==> config.mk <==
export PLATFORM = sky130hd
export DESIGN_NAME = sqs_seq
export DESIGN_NICKNAME = d
export VERILOG_FILES = /design/src/hw/sqs_pkg.sv /design/src/hw/sqs_slot_timer.sv /design/src/hw/sqs_gpin.sv /design/src/hw/sqs_seq.sv
export SDC_FILE = /design/constraint.sdc
export NUM_CORES = 1
export LEC_CHECK = 0
export ABC_AREA = 1
export BUFFER_PORTS_ARGS = -buffer_cell sky130_fd_sc_hd__buf_2
export CORE_MARGIN = 2
export CORE_UTILIZATION = 40
export CTS_BUF_LIST = sky130_fd_sc_hd__clkbuf_16
export CTS_CLUSTER_SIZE = 40
export DETAILED_ROUTE_END_ITERATION = 10
export GPL_TIMING_DRIVEN = 1
export HOLD_SLACK_MARGIN = 0.03
export PLACE_DENSITY_LB_ADDON = 0.1
export SYNTH_ARGS = -nofsm -noshare
export SYNTH_HDL_FRONTEND = slang
export SYNTH_SLANG_ARGS = --single-unit
==> constraint.sdc <==
create_clock -name hclk -period 2 [get_ports hclk]
set_input_delay 0.3 -clock hclk [delete_from_list [all_inputs] [get_ports hclk]]
set_output_delay 0.3 -clock hclk [all_outputs]
set_load 0.03 [all_outputs]
==> src/hw/sqs_pkg.sv <==
package sqs_pkg;
  // Register indexes; byte address is four times the index
  localparam logic [7:0] IDX_RAIL_B = 8'h10;
  localparam logic [7:0] IDX_RAIL_A = 8'h11;
  localparam logic [7:0] IDX_RST    = 8'h12;
  localparam logic [7:0] IDX_GPIN   = 8'h13;
  localparam logic [7:0] IDX_DUR    = 8'h20;
  localparam logic [7:0] IDX_CTRL   = 8'h21;
  localparam logic [7:0] IDX_STAT   = 8'h22;
  // Slot register fields
  localparam int POL_BIT = 7;
  localparam int UP_LSB  = 4;
  localparam int DN_LSB  = 0;
  localparam int RSV_BIT = 3;
  // Control register fields
  localparam int CTRL_UP_BIT   = 0;
  localparam int CTRL_DN_BIT   = 1;
  localparam int CTRL_GOUT_BIT = 2;
  // Slot plan
  localparam int         SLOT_W    = 3;
  localparam int         DUR_W     = 2;
  localparam int         NUM_SLOTS = 8;
  localparam logic [2:0] LAST_SLOT = 3'h7;
  localparam logic [1:0] DUR_ZERO  = 2'h0;
  localparam logic [1:0] DUR_ONE   = 2'h1;
  localparam logic [1:0] DUR_TWO   = 2'h2;
  // Slot durations in microseconds and clock rate
  localparam int CLK_MHZ = 125;
  localparam int T1_US   = 1500;
  localparam int T2_US   = 3000;
  localparam int T3_US   = 10000;
  localparam int T1_CYC  = T1_US * CLK_MHZ;
  localparam int T2_CYC  = T2_US * CLK_MHZ;
  localparam int T3_CYC  = T3_US * CLK_MHZ;
  localparam int CNT_W   = 21;

  typedef struct packed {
    logic       pol;
    logic [2:0] up;
    logic [2:0] down;
  } sqs_slot_t;

  typedef struct packed {
    sqs_slot_t   rail_b;
    sqs_slot_t   rail_a;
    sqs_slot_t   rst;
    sqs_slot_t   gpin;
    logic [15:0] dur;
  } sqs_nvm_t;

  typedef enum logic [1:0] {SQS_OFF, SQS_UP, SQS_ON, SQS_DOWN} sqs_mode_t;
  typedef enum logic [1:0] {PH_ACT, PH_WAIT, PH_TIME} sqs_phase_t;
endpackage

==> src/hw/sqs_slot_timer.sv <==
`timescale 1ns/10ps
module sqs_slot_timer #(
  parameter int CNT_W = sqs_pkg::CNT_W,
  parameter int C1    = sqs_pkg::T1_CYC,
  parameter int C2    = sqs_pkg::T2_CYC,
  parameter int C3    = sqs_pkg::T3_CYC
) (
  input  wire logic       hclk,
  input  wire logic       hresetn,
  input  wire logic       start,
  input  wire logic [1:0] code,
  output logic            done
);
  typedef struct packed {
    logic             busy;
    logic [CNT_W-1:0] cnt;
  } sqs_tmr_t;

  sqs_tmr_t st;
  sqs_tmr_t next_st;

  // Loads one less than the count so a slot lasts its full cycle count
  always_comb begin
    next_st = st;
    if (st.busy && st.cnt == '0) begin
      next_st.busy = 1'h0;
    end else if (st.busy) begin
      next_st.cnt = st.cnt - 1'h1;
    end
    if (start && !st.busy) begin
      next_st.busy = 1'h1;
      case (code)
        sqs_pkg::DUR_ZERO: next_st.cnt = '0;
        sqs_pkg::DUR_ONE:  next_st.cnt = CNT_W'(C1 - 1);
        sqs_pkg::DUR_TWO:  next_st.cnt = CNT_W'(C2 - 1);
        default:           next_st.cnt = CNT_W'(C3 - 1);
      endcase
    end
  end

  always_ff @(posedge hclk or negedge hresetn) begin
    if (!hresetn) begin
      st <= '0;
    end else begin
      st <= next_st;
    end
  end

  assign done = st.busy && st.cnt == '0;
endmodule

==> src/hw/sqs_gpin.sv <==
`timescale 1ns/10ps
module sqs_gpin (
  input  wire logic hclk,
  input  wire logic hresetn,
  input  wire logic pol,
  input  wire logic is_out,
  input  wire logic seq_on,
  input  wire logic pin_in,
  output logic      pin_out,
  output logic      pin_oe_n,
  output logic      at_on,
  output logic      at_off
);
  typedef struct packed {
    logic out;
    logic oe_n;
  } sqs_pin_t;

  sqs_pin_t st;
  sqs_pin_t next_st;

  always_comb begin
    next_st.out  = seq_on ^ pol;
    next_st.oe_n = !is_out;
  end

  // Pin starts undriven so nothing is forced before the defaults load
  always_ff @(posedge hclk or negedge hresetn) begin
    if (!hresetn) begin
      st <= '{out: 1'h0, oe_n: 1'h1};
    end else begin
      st <= next_st;
    end
  end

  assign pin_out  = st.out;
  assign pin_oe_n = st.oe_n;
  assign at_on    = pin_in != pol;
  assign at_off   = pin_in == pol;
endmodule

==> src/hw/sqs_seq.sv <==
// What this block does
// - Rail B slot register bits 6-4 pick its power-up slot, codes 0 to 7.
// - Rail B slot register bits 2-0 pick its power-down slot.
// - Rail A slot register bits 6-4 pick its power-up slot, read/write.
// - Rail A slot register bits 2-0 pick its power-down slot, read/write.
// - Reset-out register bits 6-4 pick the slot releasing the reset pin.
// - Reset-out register bits 2-0 pick the slot asserting the reset pin.
// - Every slot field loads its reset value from non-volatile defaults.
// - General pin bit 7 is polarity: 0 high means on, 1 low means on.
// - Output general pin goes on in its power-up slot.
// - Input general pin holds power-up in its slot until on level seen.
// - Output general pin goes off in its power-down slot.
// - Input general pin holds power-down in its slot until off level seen.
// - Slot duration code: 0 is 0ms, 1 is 1.5ms, 2 is 3ms, 3 is 10ms.
//
// The AHB-Lite register port was left to the implementer.
`timescale 1ns/10ps
module sqs_seq #(
  parameter int DUR1_CYC = sqs_pkg::T1_CYC,
  parameter int DUR2_CYC = sqs_pkg::T2_CYC,
  parameter int DUR3_CYC = sqs_pkg::T3_CYC
) (
  input  wire logic              hclk,
  input  wire logic              hresetn,
  input  wire logic              hsel,
  input  wire logic [31:0]       haddr,
  input  wire logic [1:0]        htrans,
  input  wire logic              hwrite,
  input  wire logic [2:0]        hsize,
  input  wire logic [31:0]       hwdata,
  input  wire logic              hready,
  output logic                   hreadyout,
  output logic                   hresp,
  output logic [31:0]            hrdata,
  input  wire sqs_pkg::sqs_nvm_t nvm_defaults,
  output logic                   rail_a_en,
  output logic                   rail_b_en,
  output logic                   reset_out_n,
  input  wire logic              gpin_in,
  output logic                   gpin_out,
  output logic                   gpin_oe_n
);
  typedef struct packed {
    logic                loaded;
    sqs_pkg::sqs_slot_t  rb;
    sqs_pkg::sqs_slot_t  ra;
    sqs_pkg::sqs_slot_t  rs;
    sqs_pkg::sqs_slot_t  gp;
    logic [15:0]         dur;
    logic                gout;
    logic                dv;
    logic                dwr;
    logic [7:0]          didx;
    logic [31:0]         rdata;
    sqs_pkg::sqs_mode_t  mode;
    sqs_pkg::sqs_phase_t ph;
    logic [2:0]          slot;
    logic                ra_en;
    logic                rb_en;
    logic                rst_rel;
    logic                gp_on;
  } sqs_state_t;

  sqs_state_t st;
  sqs_state_t next_st;
  logic       seq_up;
  logic       up_wr;
  logic       dn_wr;
  logic       tmr_start;
  logic [1:0] tmr_code;
  logic       tmr_done;
  logic       at_on;
  logic       at_off;
  logic [7:0] aidx;
  logic [2:0] sel_a;
  logic [2:0] sel_b;
  logic [2:0] sel_r;
  logic [2:0] sel_g;

  // Bits 7 and 3 of the rail and reset registers never store
  function automatic sqs_pkg::sqs_slot_t to_slot(input logic [7:0] d, input logic has_pol);
    to_slot.pol  = has_pol & d[sqs_pkg::POL_BIT];
    to_slot.up   = d[sqs_pkg::UP_LSB +: sqs_pkg::SLOT_W];
    to_slot.down = d[sqs_pkg::DN_LSB +: sqs_pkg::SLOT_W];
  endfunction

  function automatic logic [31:0] to_word(input sqs_pkg::sqs_slot_t s);
    to_word = {24'h00_0000, s.pol, s.up, 1'h0, s.down};
  endfunction

  assign seq_up   = st.mode == sqs_pkg::SQS_UP;
  assign aidx     = haddr[9:2];
  assign tmr_code = st.dur[{st.slot, 1'h0} +: sqs_pkg::DUR_W];
  assign sel_a    = seq_up ? st.ra.up : st.ra.down;
  assign sel_b    = seq_up ? st.rb.up : st.rb.down;
  assign sel_r    = seq_up ? st.rs.up : st.rs.down;
  assign sel_g    = seq_up ? st.gp.up : st.gp.down;

  always_comb begin
    next_st   = st;
    up_wr     = 1'h0;
    dn_wr     = 1'h0;
    tmr_start = 1'h0;
    // Defaults are caught on the first edge after reset release
    if (!st.loaded) begin
      next_st.loaded = 1'h1;
      next_st.rb     = nvm_defaults.rail_b;
      next_st.ra     = nvm_defaults.rail_a;
      next_st.rs     = nvm_defaults.rst;
      next_st.gp     = nvm_defaults.gpin;
      next_st.dur    = nvm_defaults.dur;
      // Rails and reset have no polarity; a stray default bit must not read back
      next_st.rb.pol = 1'h0;
      next_st.ra.pol = 1'h0;
      next_st.rs.pol = 1'h0;
    end
    // Data phase of a write
    if (st.dv && st.dwr) begin
      if (st.didx == sqs_pkg::IDX_RAIL_B) begin
        next_st.rb = to_slot(hwdata[7:0], 1'h0);
      end else if (st.didx == sqs_pkg::IDX_RAIL_A) begin
        next_st.ra = to_slot(hwdata[7:0], 1'h0);
      end else if (st.didx == sqs_pkg::IDX_RST) begin
        next_st.rs = to_slot(hwdata[7:0], 1'h0);
      end else if (st.didx == sqs_pkg::IDX_GPIN) begin
        next_st.gp = to_slot(hwdata[7:0], 1'h1);
      end else if (st.didx == sqs_pkg::IDX_DUR) begin
        next_st.dur = hwdata[15:0];
      end else if (st.didx == sqs_pkg::IDX_CTRL) begin
        next_st.gout = hwdata[sqs_pkg::CTRL_GOUT_BIT];
        up_wr        = hwdata[sqs_pkg::CTRL_UP_BIT];
        dn_wr        = hwdata[sqs_pkg::CTRL_DN_BIT];
      end
    end
    // Sequence engine; a request outside its resting mode is dropped
    case (st.mode)
      sqs_pkg::SQS_OFF: begin
        if (up_wr) begin
          next_st.mode = sqs_pkg::SQS_UP;
          next_st.slot = 3'h0;
          next_st.ph   = sqs_pkg::PH_ACT;
        end
      end
      sqs_pkg::SQS_ON: begin
        if (dn_wr) begin
          next_st.mode = sqs_pkg::SQS_DOWN;
          next_st.slot = 3'h0;
          next_st.ph   = sqs_pkg::PH_ACT;
        end
      end
      default: begin
        case (st.ph)
          sqs_pkg::PH_ACT: begin
            if (sel_a == st.slot) begin
              next_st.ra_en = seq_up;
            end
            if (sel_b == st.slot) begin
              next_st.rb_en = seq_up;
            end
            if (sel_r == st.slot) begin
              next_st.rst_rel = seq_up;
            end
            if (st.gout && sel_g == st.slot) begin
              next_st.gp_on = seq_up;
            end
            if (!st.gout && sel_g == st.slot) begin
              next_st.ph = sqs_pkg::PH_WAIT;
            end else begin
              next_st.ph = sqs_pkg::PH_TIME;
              tmr_start  = 1'h1;
            end
          end
          sqs_pkg::PH_WAIT: begin
            if (seq_up ? at_on : at_off) begin
              next_st.ph = sqs_pkg::PH_TIME;
              tmr_start  = 1'h1;
            end
          end
          default: begin
            if (tmr_done) begin
              next_st.ph = sqs_pkg::PH_ACT;
              if (st.slot == sqs_pkg::LAST_SLOT) begin
                next_st.mode = seq_up ? sqs_pkg::SQS_ON : sqs_pkg::SQS_OFF;
              end else begin
                next_st.slot = st.slot + 3'h1;
              end
            end
          end
        endcase
      end
    endcase
    // Address phase; read data built from post-write values so a read
    // right behind a write sees the new contents
    next_st.dv = hsel && hready && htrans[1];
    if (next_st.dv) begin
      next_st.dwr  = hwrite;
      next_st.didx = aidx;
    end
    if (next_st.dv && !hwrite) begin
      if (aidx == sqs_pkg::IDX_RAIL_B) begin
        next_st.rdata = to_word(next_st.rb);
      end else if (aidx == sqs_pkg::IDX_RAIL_A) begin
        next_st.rdata = to_word(next_st.ra);
      end else if (aidx == sqs_pkg::IDX_RST) begin
        next_st.rdata = to_word(next_st.rs);
      end else if (aidx == sqs_pkg::IDX_GPIN) begin
        next_st.rdata = to_word(next_st.gp);
      end else if (aidx == sqs_pkg::IDX_DUR) begin
        next_st.rdata = {16'h0000, next_st.dur};
      end else if (aidx == sqs_pkg::IDX_CTRL) begin
        next_st.rdata = {29'h0000_0000, next_st.gout, 2'h0};
      end else if (aidx == sqs_pkg::IDX_STAT) begin
        next_st.rdata = {20'h0_0000, gpin_in, next_st.gp_on, next_st.rst_rel,
                         next_st.rb_en, next_st.ra_en, next_st.ph,
                         next_st.slot, next_st.mode};
      end else begin
        next_st.rdata = 32'h0000_0000;
      end
    end
  end

  always_ff @(posedge hclk or negedge hresetn) begin
    if (!hresetn) begin
      st <= '0;
    end else begin
      st <= next_st;
    end
  end

  sqs_slot_timer #(
    .CNT_W (sqs_pkg::CNT_W),
    .C1    (DUR1_CYC),
    .C2    (DUR2_CYC),
    .C3    (DUR3_CYC)
  ) u_timer (
    .hclk    (hclk),
    .hresetn (hresetn),
    .start   (tmr_start),
    .code    (tmr_code),
    .done    (tmr_done)
  );

  sqs_gpin u_gpin (
    .hclk     (hclk),
    .hresetn  (hresetn),
    .pol      (st.gp.pol),
    .is_out   (st.gout),
    .seq_on   (st.gp_on),
    .pin_in   (gpin_in),
    .pin_out  (gpin_out),
    .pin_oe_n (gpin_oe_n),
    .at_on    (at_on),
    .at_off   (at_off)
  );

  assign hreadyout   = 1'h1;
  assign hresp       = 1'h0;
  assign hrdata      = st.rdata;
  assign rail_a_en   = st.ra_en;
  assign rail_b_en   = st.rb_en;
  assign reset_out_n = st.rst_rel;

  logic act_cyc;
  logic dn_act;
  logic slot_rd;
  assign act_cyc = st.ph == sqs_pkg::PH_ACT &&
                   (st.mode == sqs_pkg::SQS_UP || st.mode == sqs_pkg::SQS_DOWN);
  assign dn_act  = act_cyc && st.mode == sqs_pkg::SQS_DOWN;
  assign slot_rd = st.dv && !st.dwr && st.didx >= sqs_pkg::IDX_RAIL_B &&
                   st.didx <= sqs_pkg::IDX_GPIN;
endmodule

==> results of run 1 <==
==> layout by cell type (no fill, tap or decap), drive strengths merged, types with 6 or more instances in the layout <==
cell type,count
nor2,114
a31oi,43
inv,114
conb,19
clkbuf,12
o21ai,85
ha,6
nand4,13
buf,223
xor2,14
a21oi,10
nand3,35
nand2,247
mux2i,7
nor3,15
dfrtp,106
==> sequential cells by signal, summed over array words and instances, names as in the netlist <==
name,cells
rail_a_en,1
rail_b_en,1
reset_out_n,1
u_gpin.pin_out,1
hrdata,16
u_timer.st,22
u_gpin.pin_oe_n,1
st,64
==> worst max-delay path: stages (launching register included) <==
cell	delay (ns)
dfrtp_1	0.39
inv_2	0.08
nand2_4	0.08
buf_6	0.14
o211ai_1	0.19
nand2_2	0.09
nand4_1	0.10
nand2_1	0.08
nand2_2	0.10
nand3_4	0.13
o21ai_4	0.21
buf_6	0.20
nor2_2	0.04
a31oi_1	0.13
==> worst paths after layout <==
kind                          start         endpoint  slack [ns]  cells after the start
setup / recovery             st[10]    u_timer.st[2]       -0.05                     13
min in group asynchronous   hresetn    u_timer.st[2]        0.42                      2
setup reg to reg             st[10]    u_timer.st[2]       -0.05                     13
hold / removal             haddr[4]           st[45]        0.17                      3
hold reg to reg              st[53]  u_gpin.pin_oe_n        0.47                      1
max in group asynchronous   hresetn        hrdata[2]        1.00                      3
==> cells by family after synthesis <==
logic type / Yosys count / synth area share (%)
flops: 107 / 40.84
fa+ha+maj: 6 / 1.145
mux: 7 / 1.068
other cells: 2 / 0.1145
simple gates: 432 / 27.24
xor+xnor: 18 / 2.404
buf+inv: 181 / 13.14
compound gates: 159 / 14.04
==> cell type report <==
type	count	area share (%)
Timing Repair Buffer	227	18.67
Clock buffer	9	2.533
Sequential cell	107	30.14
Multi-Input combinational cell	642	39.88
Tap cell	216	3.040
Inverter	116	4.925
Clock inverter	5	0.8021
==> through the flow <==
stage / hold WS [ns] / area [µm²] / std cells / setup WS, ns
global route: 0.1812 / 8891 / 1322 / -0.2348
CTS: 0.1659 / 8402 / 1310 / -0.06438
finish: 0.1662 / 8891 / 1322 / -0.05210
detailed placement: 0.2588 / 7805 / 1277 / -0.1095
floorplan: 0.004409 / 6625 / 929 / 0.02671
global placement: 0.2572 / 7805 / 1277 / -0.08971
==> metal layers <==
metal  track usage [%]  routed length [µm]  up-vias
li1                  -                   -     3268
met1             31.87                9630     3030
met2             37.15                9416      167
met3             3.998                 867       12
met4             4.771                 187        0
met5                 0                   0        -
==> power by group through the flow <==
stage	sequential (mW)	clock, mW	combinational, mW
after global placement	2.41	0	0.768
final	2.38	1.88	0.871
after detailed placement	2.42	0	0.769
after global routing	2.40	2.01	0.965
after CTS	2.38	1.93	0.803
after floorplan	2.41	0	0.434
==> repair_timing <==
action | CTS | global route
gates cloned | 3 | 3
hold buffers | 1 | 0
gates resized for setup | 51 | 105
pin swaps | 22 | 45
buffers inserted | 15 | 11
endpoints found under the setup margin | 28 | 38
endpoints found under the hold margin | 23 | 0
==> out/metrics.yaml, run 1 <==
skew_ns: 0.01000
worstPathRequired_ns: 2.28
drcViolationCount: 0
power_density_nw_per_um2: 578.0
multi_input_area_um2: 3546
die_h_um: 132.1
cts_max_level: 3
cts_tree: "built"
final_util_pct: 55.77
yosysTopAreaCell: "dfrtp_1"
grt_setup_unrepaired: "yes"
grtUsageTotal_pct: 22.80
core_area_um2: 15940
grt_max_degree: 44
drt-wirelength-per-cell_um: 15.20
place_hpwl_um: 15020
syn_area_um2: 6559
synth-seq-cells: 107
combPwrFrac_pct: 17.0
period_minus_slack_ns: 2.052
ys.flop_type: "dfrtp_1"
gp_congestion: 0.9063
drtIter0Drc: 344
synth_edf_count: 0
cts.sinks: 107
violations: "negative setup slack"
post_drt_via_cell_ratio: 4.899
p_seq_share_pct: 46.4
total_power_mw: 5.139
yosysUniqueCellTypes: 44
routed_wl_um: 20100
hold_path.class: "primary input to register"
final_max_slew_viol_count: 0
critical_path.max_fanout: 8
cts_buffer_depth: 2
clock-root-buffer: "clkbuf_16"
vias: 6477
grt-ovfl-total: 0
critPathLaunchType: "register"
async_flop_share_pct: 100.0
final_nets: 1228
drtPass1Iterations: 5
peakVddDrop_uv: 528.6
clockPowerShare_pct: 36.7
rows: 46
fin_tns_setup_ns: -0.5867
yosys.cell_count.top_type: "nand2_1"
yosys.area.top_type_share_pct: 40.44
drive_gt1_share_pct: 32.19
fp.dieArea_um2: 17440
die_w_um: 132.1
synth-seq-area-share_pct: 40.84
endpoint_kind: "register"
syn_avg_cell_area_um2: 7.192
internal_power_mw: 3.714
ff_latch_area_um2: 2680
clock_latency_ns: 0.36
status: "complete, but fails checks"
max_freq_mhz: 487.3
grt_pass1_vias: 6039
cts_made_buffers: 9
ys_top_cells_by_area: "dfrtp_1 40%, nand2_1 14%, inv_1 6.4%"
initial_core_util_pct: 41.14
numPortBuffers: 92
drv_cap: 0
hold_viol_final: 0
switching_share_pct: 27.72
switchingPower_mw: 1.424
grt_pass1_wl_um: 31370
synthCells: 912
setup_violations: 20
crit_type: "register to register"
crit_arrival_ns: 2.33
synth.yosys.warnings: 0
syn2layout_area_growth_pct: 35.56
pin_count: 158
finalCritPeriodShare_pct: 102.6
worst_slack_ns: -0.05210
fill_cells: 1574
antenna_found_initial: 0
synthTopCellsByCount: "245 x nand2_1, 111 x inv_1, 111 x nor2_1"
n_antenna_cell: 0
power.leakage_nw: 4.583
clk_pin_slew_ns: 0.07
ant_nets: 0
No activity file was read; power rests on OpenSTA's default activity.
==> run 2, diff against run 1 <==
==> constraint.sdc (replaced) <==
create_clock -name hclk -period 1.8 [get_ports hclk]
set_input_delay 0.27 -clock hclk [delete_from_list [all_inputs] [get_ports hclk]]
set_output_delay 0.27 -clock hclk [all_outputs]
set_load 0.03 [all_outputs]
==> run 2 against run 1 <==
The flow still finishes with violations (negative setup slack). Clock skew fell by 0.00053 ns. Die area unchanged. Non-clock buffer count increased by 37. Final area increased by 6.8%. Sequential power up 12%. Clock-buffer cell count is the same. Clock power grew 15%. First-iteration DRC count rose by 41%. Combinational power up 26%. Largest power group unchanged. Highest routed layer unchanged.
==> out/metrics.yaml, run 2 (synthesized netlist as in run 1, its figures left out) <==
status: "complete, but fails checks"  # unchanged
violations: "negative setup slack"  # unchanged
hold_viol_final: 0  # unchanged
grt_max_degree: 41  # was 44
antenna_found_initial: 0  # unchanged
total_power_mw: 5.919  # was 5.139 mW
final_cells: 1361  # was 1322
hold_path.class: "primary input to register"  # unchanged
clk_pin_slew_ns: 0.07  # about the same
drive_gt1_share_pct: 36.24  # was 32.19%
switching_share_pct: 28.70  # was 27.72%
use_met3_pct: 2.845  # was 3.998%
hold_start: "haddr[4]"  # unchanged
dp_cells: 1310  # was 1277
fp.dieArea_um2: 17440  # unchanged
core_area_um2: 15940  # unchanged
routed_wl_um: 21710  # was 20100 µm
n_antenna_cell: 0  # unchanged
ant_nets: 0  # unchanged
grt_pass1_wl_um: 33510  # was 31370 µm
numPortBuffers: 92  # unchanged
clockPowerShare_pct: 36.5  # was 36.7%
cts_max_level: 3  # unchanged
drt-wirelength-per-cell_um: 15.95  # was 15.20 µm
critPathLaunchType: "register"  # unchanged
grt-ovfl-total: 0  # unchanged
post_drt_via_cell_ratio: 4.911  # was 4.899
die_h_um: 132.1  # unchanged
syn2layout_area_growth_pct: 44.83  # was 35.56%
fill_cells: 1517  # was 1574
cts_tree: "built"  # unchanged
skew_ns: 0.009466  # was 0.01000 ns
power.leakage_nw: 4.826  # was 4.583 nW
min_to: "st[45]"  # unchanged
initial_core_util_pct: 41.14  # unchanged
die_w_um: 132.1  # unchanged
peakVddDrop_uv: 458.4  # was 528.6 µV
final_nets: 1266  # was 1228
worst_slack_ns: -0.2283  # was -0.05210 ns
worstPathRequired_ns: 2.05  # was 2.28 ns
place_hpwl_um: 15660  # was 15020 µm
period_minus_slack_ns: 2.028  # was 2.052 ns
rows: 46  # unchanged
whs_ns: 0.1332  # was 0.1662 ns
crit_type: "register to register"  # unchanged
internal_power_mw: 4.220  # was 3.714 mW
reg2regPathDepth: 14  # was 13
pin_count: 158  # unchanged
final_max_slew_viol_count: 0  # unchanged
p_seq_share_pct: 44.9  # was 46.4%
clock-root-buffer: "clkbuf_16"  # unchanged
fin_tns_setup_ns: -6.587  # was -0.5867 ns
drtPass1Iterations: 5  # unchanged
critical_path.max_fanout: 8  # unchanged
drtIter0Drc: 485  # was 344
setup_violations: 43  # was 20
grt-busiest-layer: "met2"  # unchanged
gp_congestion: 0.9088  # was 0.9063
grt_use_met1_pct: 34.27  # was 31.87%
reg2reg_to: "u_timer.st[19]"  # was u_timer.st[2]
clock_latency_ns: 0.36  # about the same
regToRegSetupSlack_ns: -0.23  # was -0.05 ns
drv_cap: 0  # unchanged
grt_pass1_vias: 6290  # was 6039
max_freq_mhz: 493.0  # was 487.3 MHz
rr_startpoint: "st[10]"  # unchanged
grt_setup_unrepaired: "yes"  # unchanged
vias: 6684  # was 6477
cts_buffer_depth: 2  # unchanged
global_route.usage.met2_pct: 39.18  # was 37.15%
grtUsageTotal_pct: 24.32  # was 22.80%
layout_commonest_cell: "nand2_1"  # unchanged
hold_path_depth: 3  # unchanged
cts_made_buffers: 9  # unchanged
crit_arrival_ns: 2.27  # was 2.33 ns
switchingPower_mw: 1.698  # was 1.424 mW
largest_reg_flops: 64  # unchanged
power_density_nw_per_um2: 623.1  # was 578.0 nW/µm²
layout_common_cells: "225 x nand2_1, 138 x buf_4, 103 x dfrtp_1, 98 x inv_1, 91 x buf_2"  # was 222 x nand2_1, 115 x buf_4, 105 x dfrtp_1, 101 x inv_1, 91 x buf_2
drcViolationCount: 0  # unchanged
finalCritPeriodShare_pct: 112.7  # was 102.6%
endpoint_kind: "register"  # unchanged
combPwrFrac_pct: 18.6  # was 17.0%
top_register: "st"  # unchanged
cts.sinks: 107  # unchanged
pre_cts_slack_ns: -0.2388  # was -0.1095 ns
run 2: changes by cell type in the layout (fill, tap and decap cells not counted), sizes merged:
cell      delta
o21ai        -1
clkinvlp     +2
inv          +1
clkinv       -1
buf         +37
nand2        +1
run 2: per-layer routing:
| metal | vias to the layer above | routed length, µm |
|---|---|---|
| met1 | 3134 | 10160 |
| met5 | - | 0 |
| li1 | 3333 | - |
| met2 | 196 | 10240 |
| met4 | 0 | 367 |
| met3 | 21 | 943 |
run 2: repair_timing:
item / CTS / global route
endpoints found under the hold margin: 23 / 0
pin swaps: 28 / 44
setup endpoints to repair: 43 / 53
gates resized for setup: 74 / 124
hold buffers: 1 / 0
setup buffers: 16 / 12
gates cloned: 4 / 3
run 2: power groups by stage:
| stage | sequential, mW | clock, mW | combinational (mW) |
|---|---|---|---|
| finish | 2.66 | 2.16 | 1.10 |
| global route | 2.67 | 2.29 | 1.21 |
| CTS | 2.65 | 2.19 | 0.975 |
| detailed placement | 2.69 | 0 | 0.902 |
| global placement | 2.69 | 0 | 0.895 |
| floorplan | 2.68 | 0 | 0.487 |
run 2: critical path, stage by stage, from the launching register on:
cell     delay, ns
dfrtp_1       0.41
inv_4         0.12
nand2_8       0.09
nand2_2       0.09
o21ai_4       0.06
xor2_2        0.16
nand4_1       0.09
nand2_1       0.09
nand2_2       0.10
nand3_4       0.14
o21ai_4       0.18
buf_6         0.17
nand2_2       0.05
o21ai_2       0.11
nor2_1        0.05
run 2: layout make-up:
type,instances,area (µm²),area share [%]
multi-input combinational,642,3731,39.28
timing repair inverter,1,3.754,0.03952
inverter,116,445.4,4.689
sequential,107,2683,28.24
clock buffer,9,225.2,2.371
clock inverter,6,82.58,0.8693
timing repair buffer,264,2058,21.67
tap,216,270.3,2.845
run 2: how the worst max path moves through the flow:
| stage | start | endpoint | slack, ns |
|---|---|---|---|
| 2_1_floorplan | st[10] | u_timer.st[19] | -0.01 |
| 3_3_place_gp | st[44] | hrdata[4] | -0.22 |
| 3_5_place_dp | st[44] | hrdata[2] | -0.24 |
| 4_1_cts | st[10] | u_timer.st[8] | -0.17 |
| 5_1_grt | st[10] | u_timer.st[8] | -0.36 |
| 6_report | st[10] | u_timer.st[19] | -0.23 |
run 2: stage by stage:
step	util [%]	cell area, µm²
after global routing	59.58	9499
after floorplan	-	6655
final	59.58	9499
after global placement	50.83	8104
after detailed placement	50.83	8104
after CTS	55.30	8816
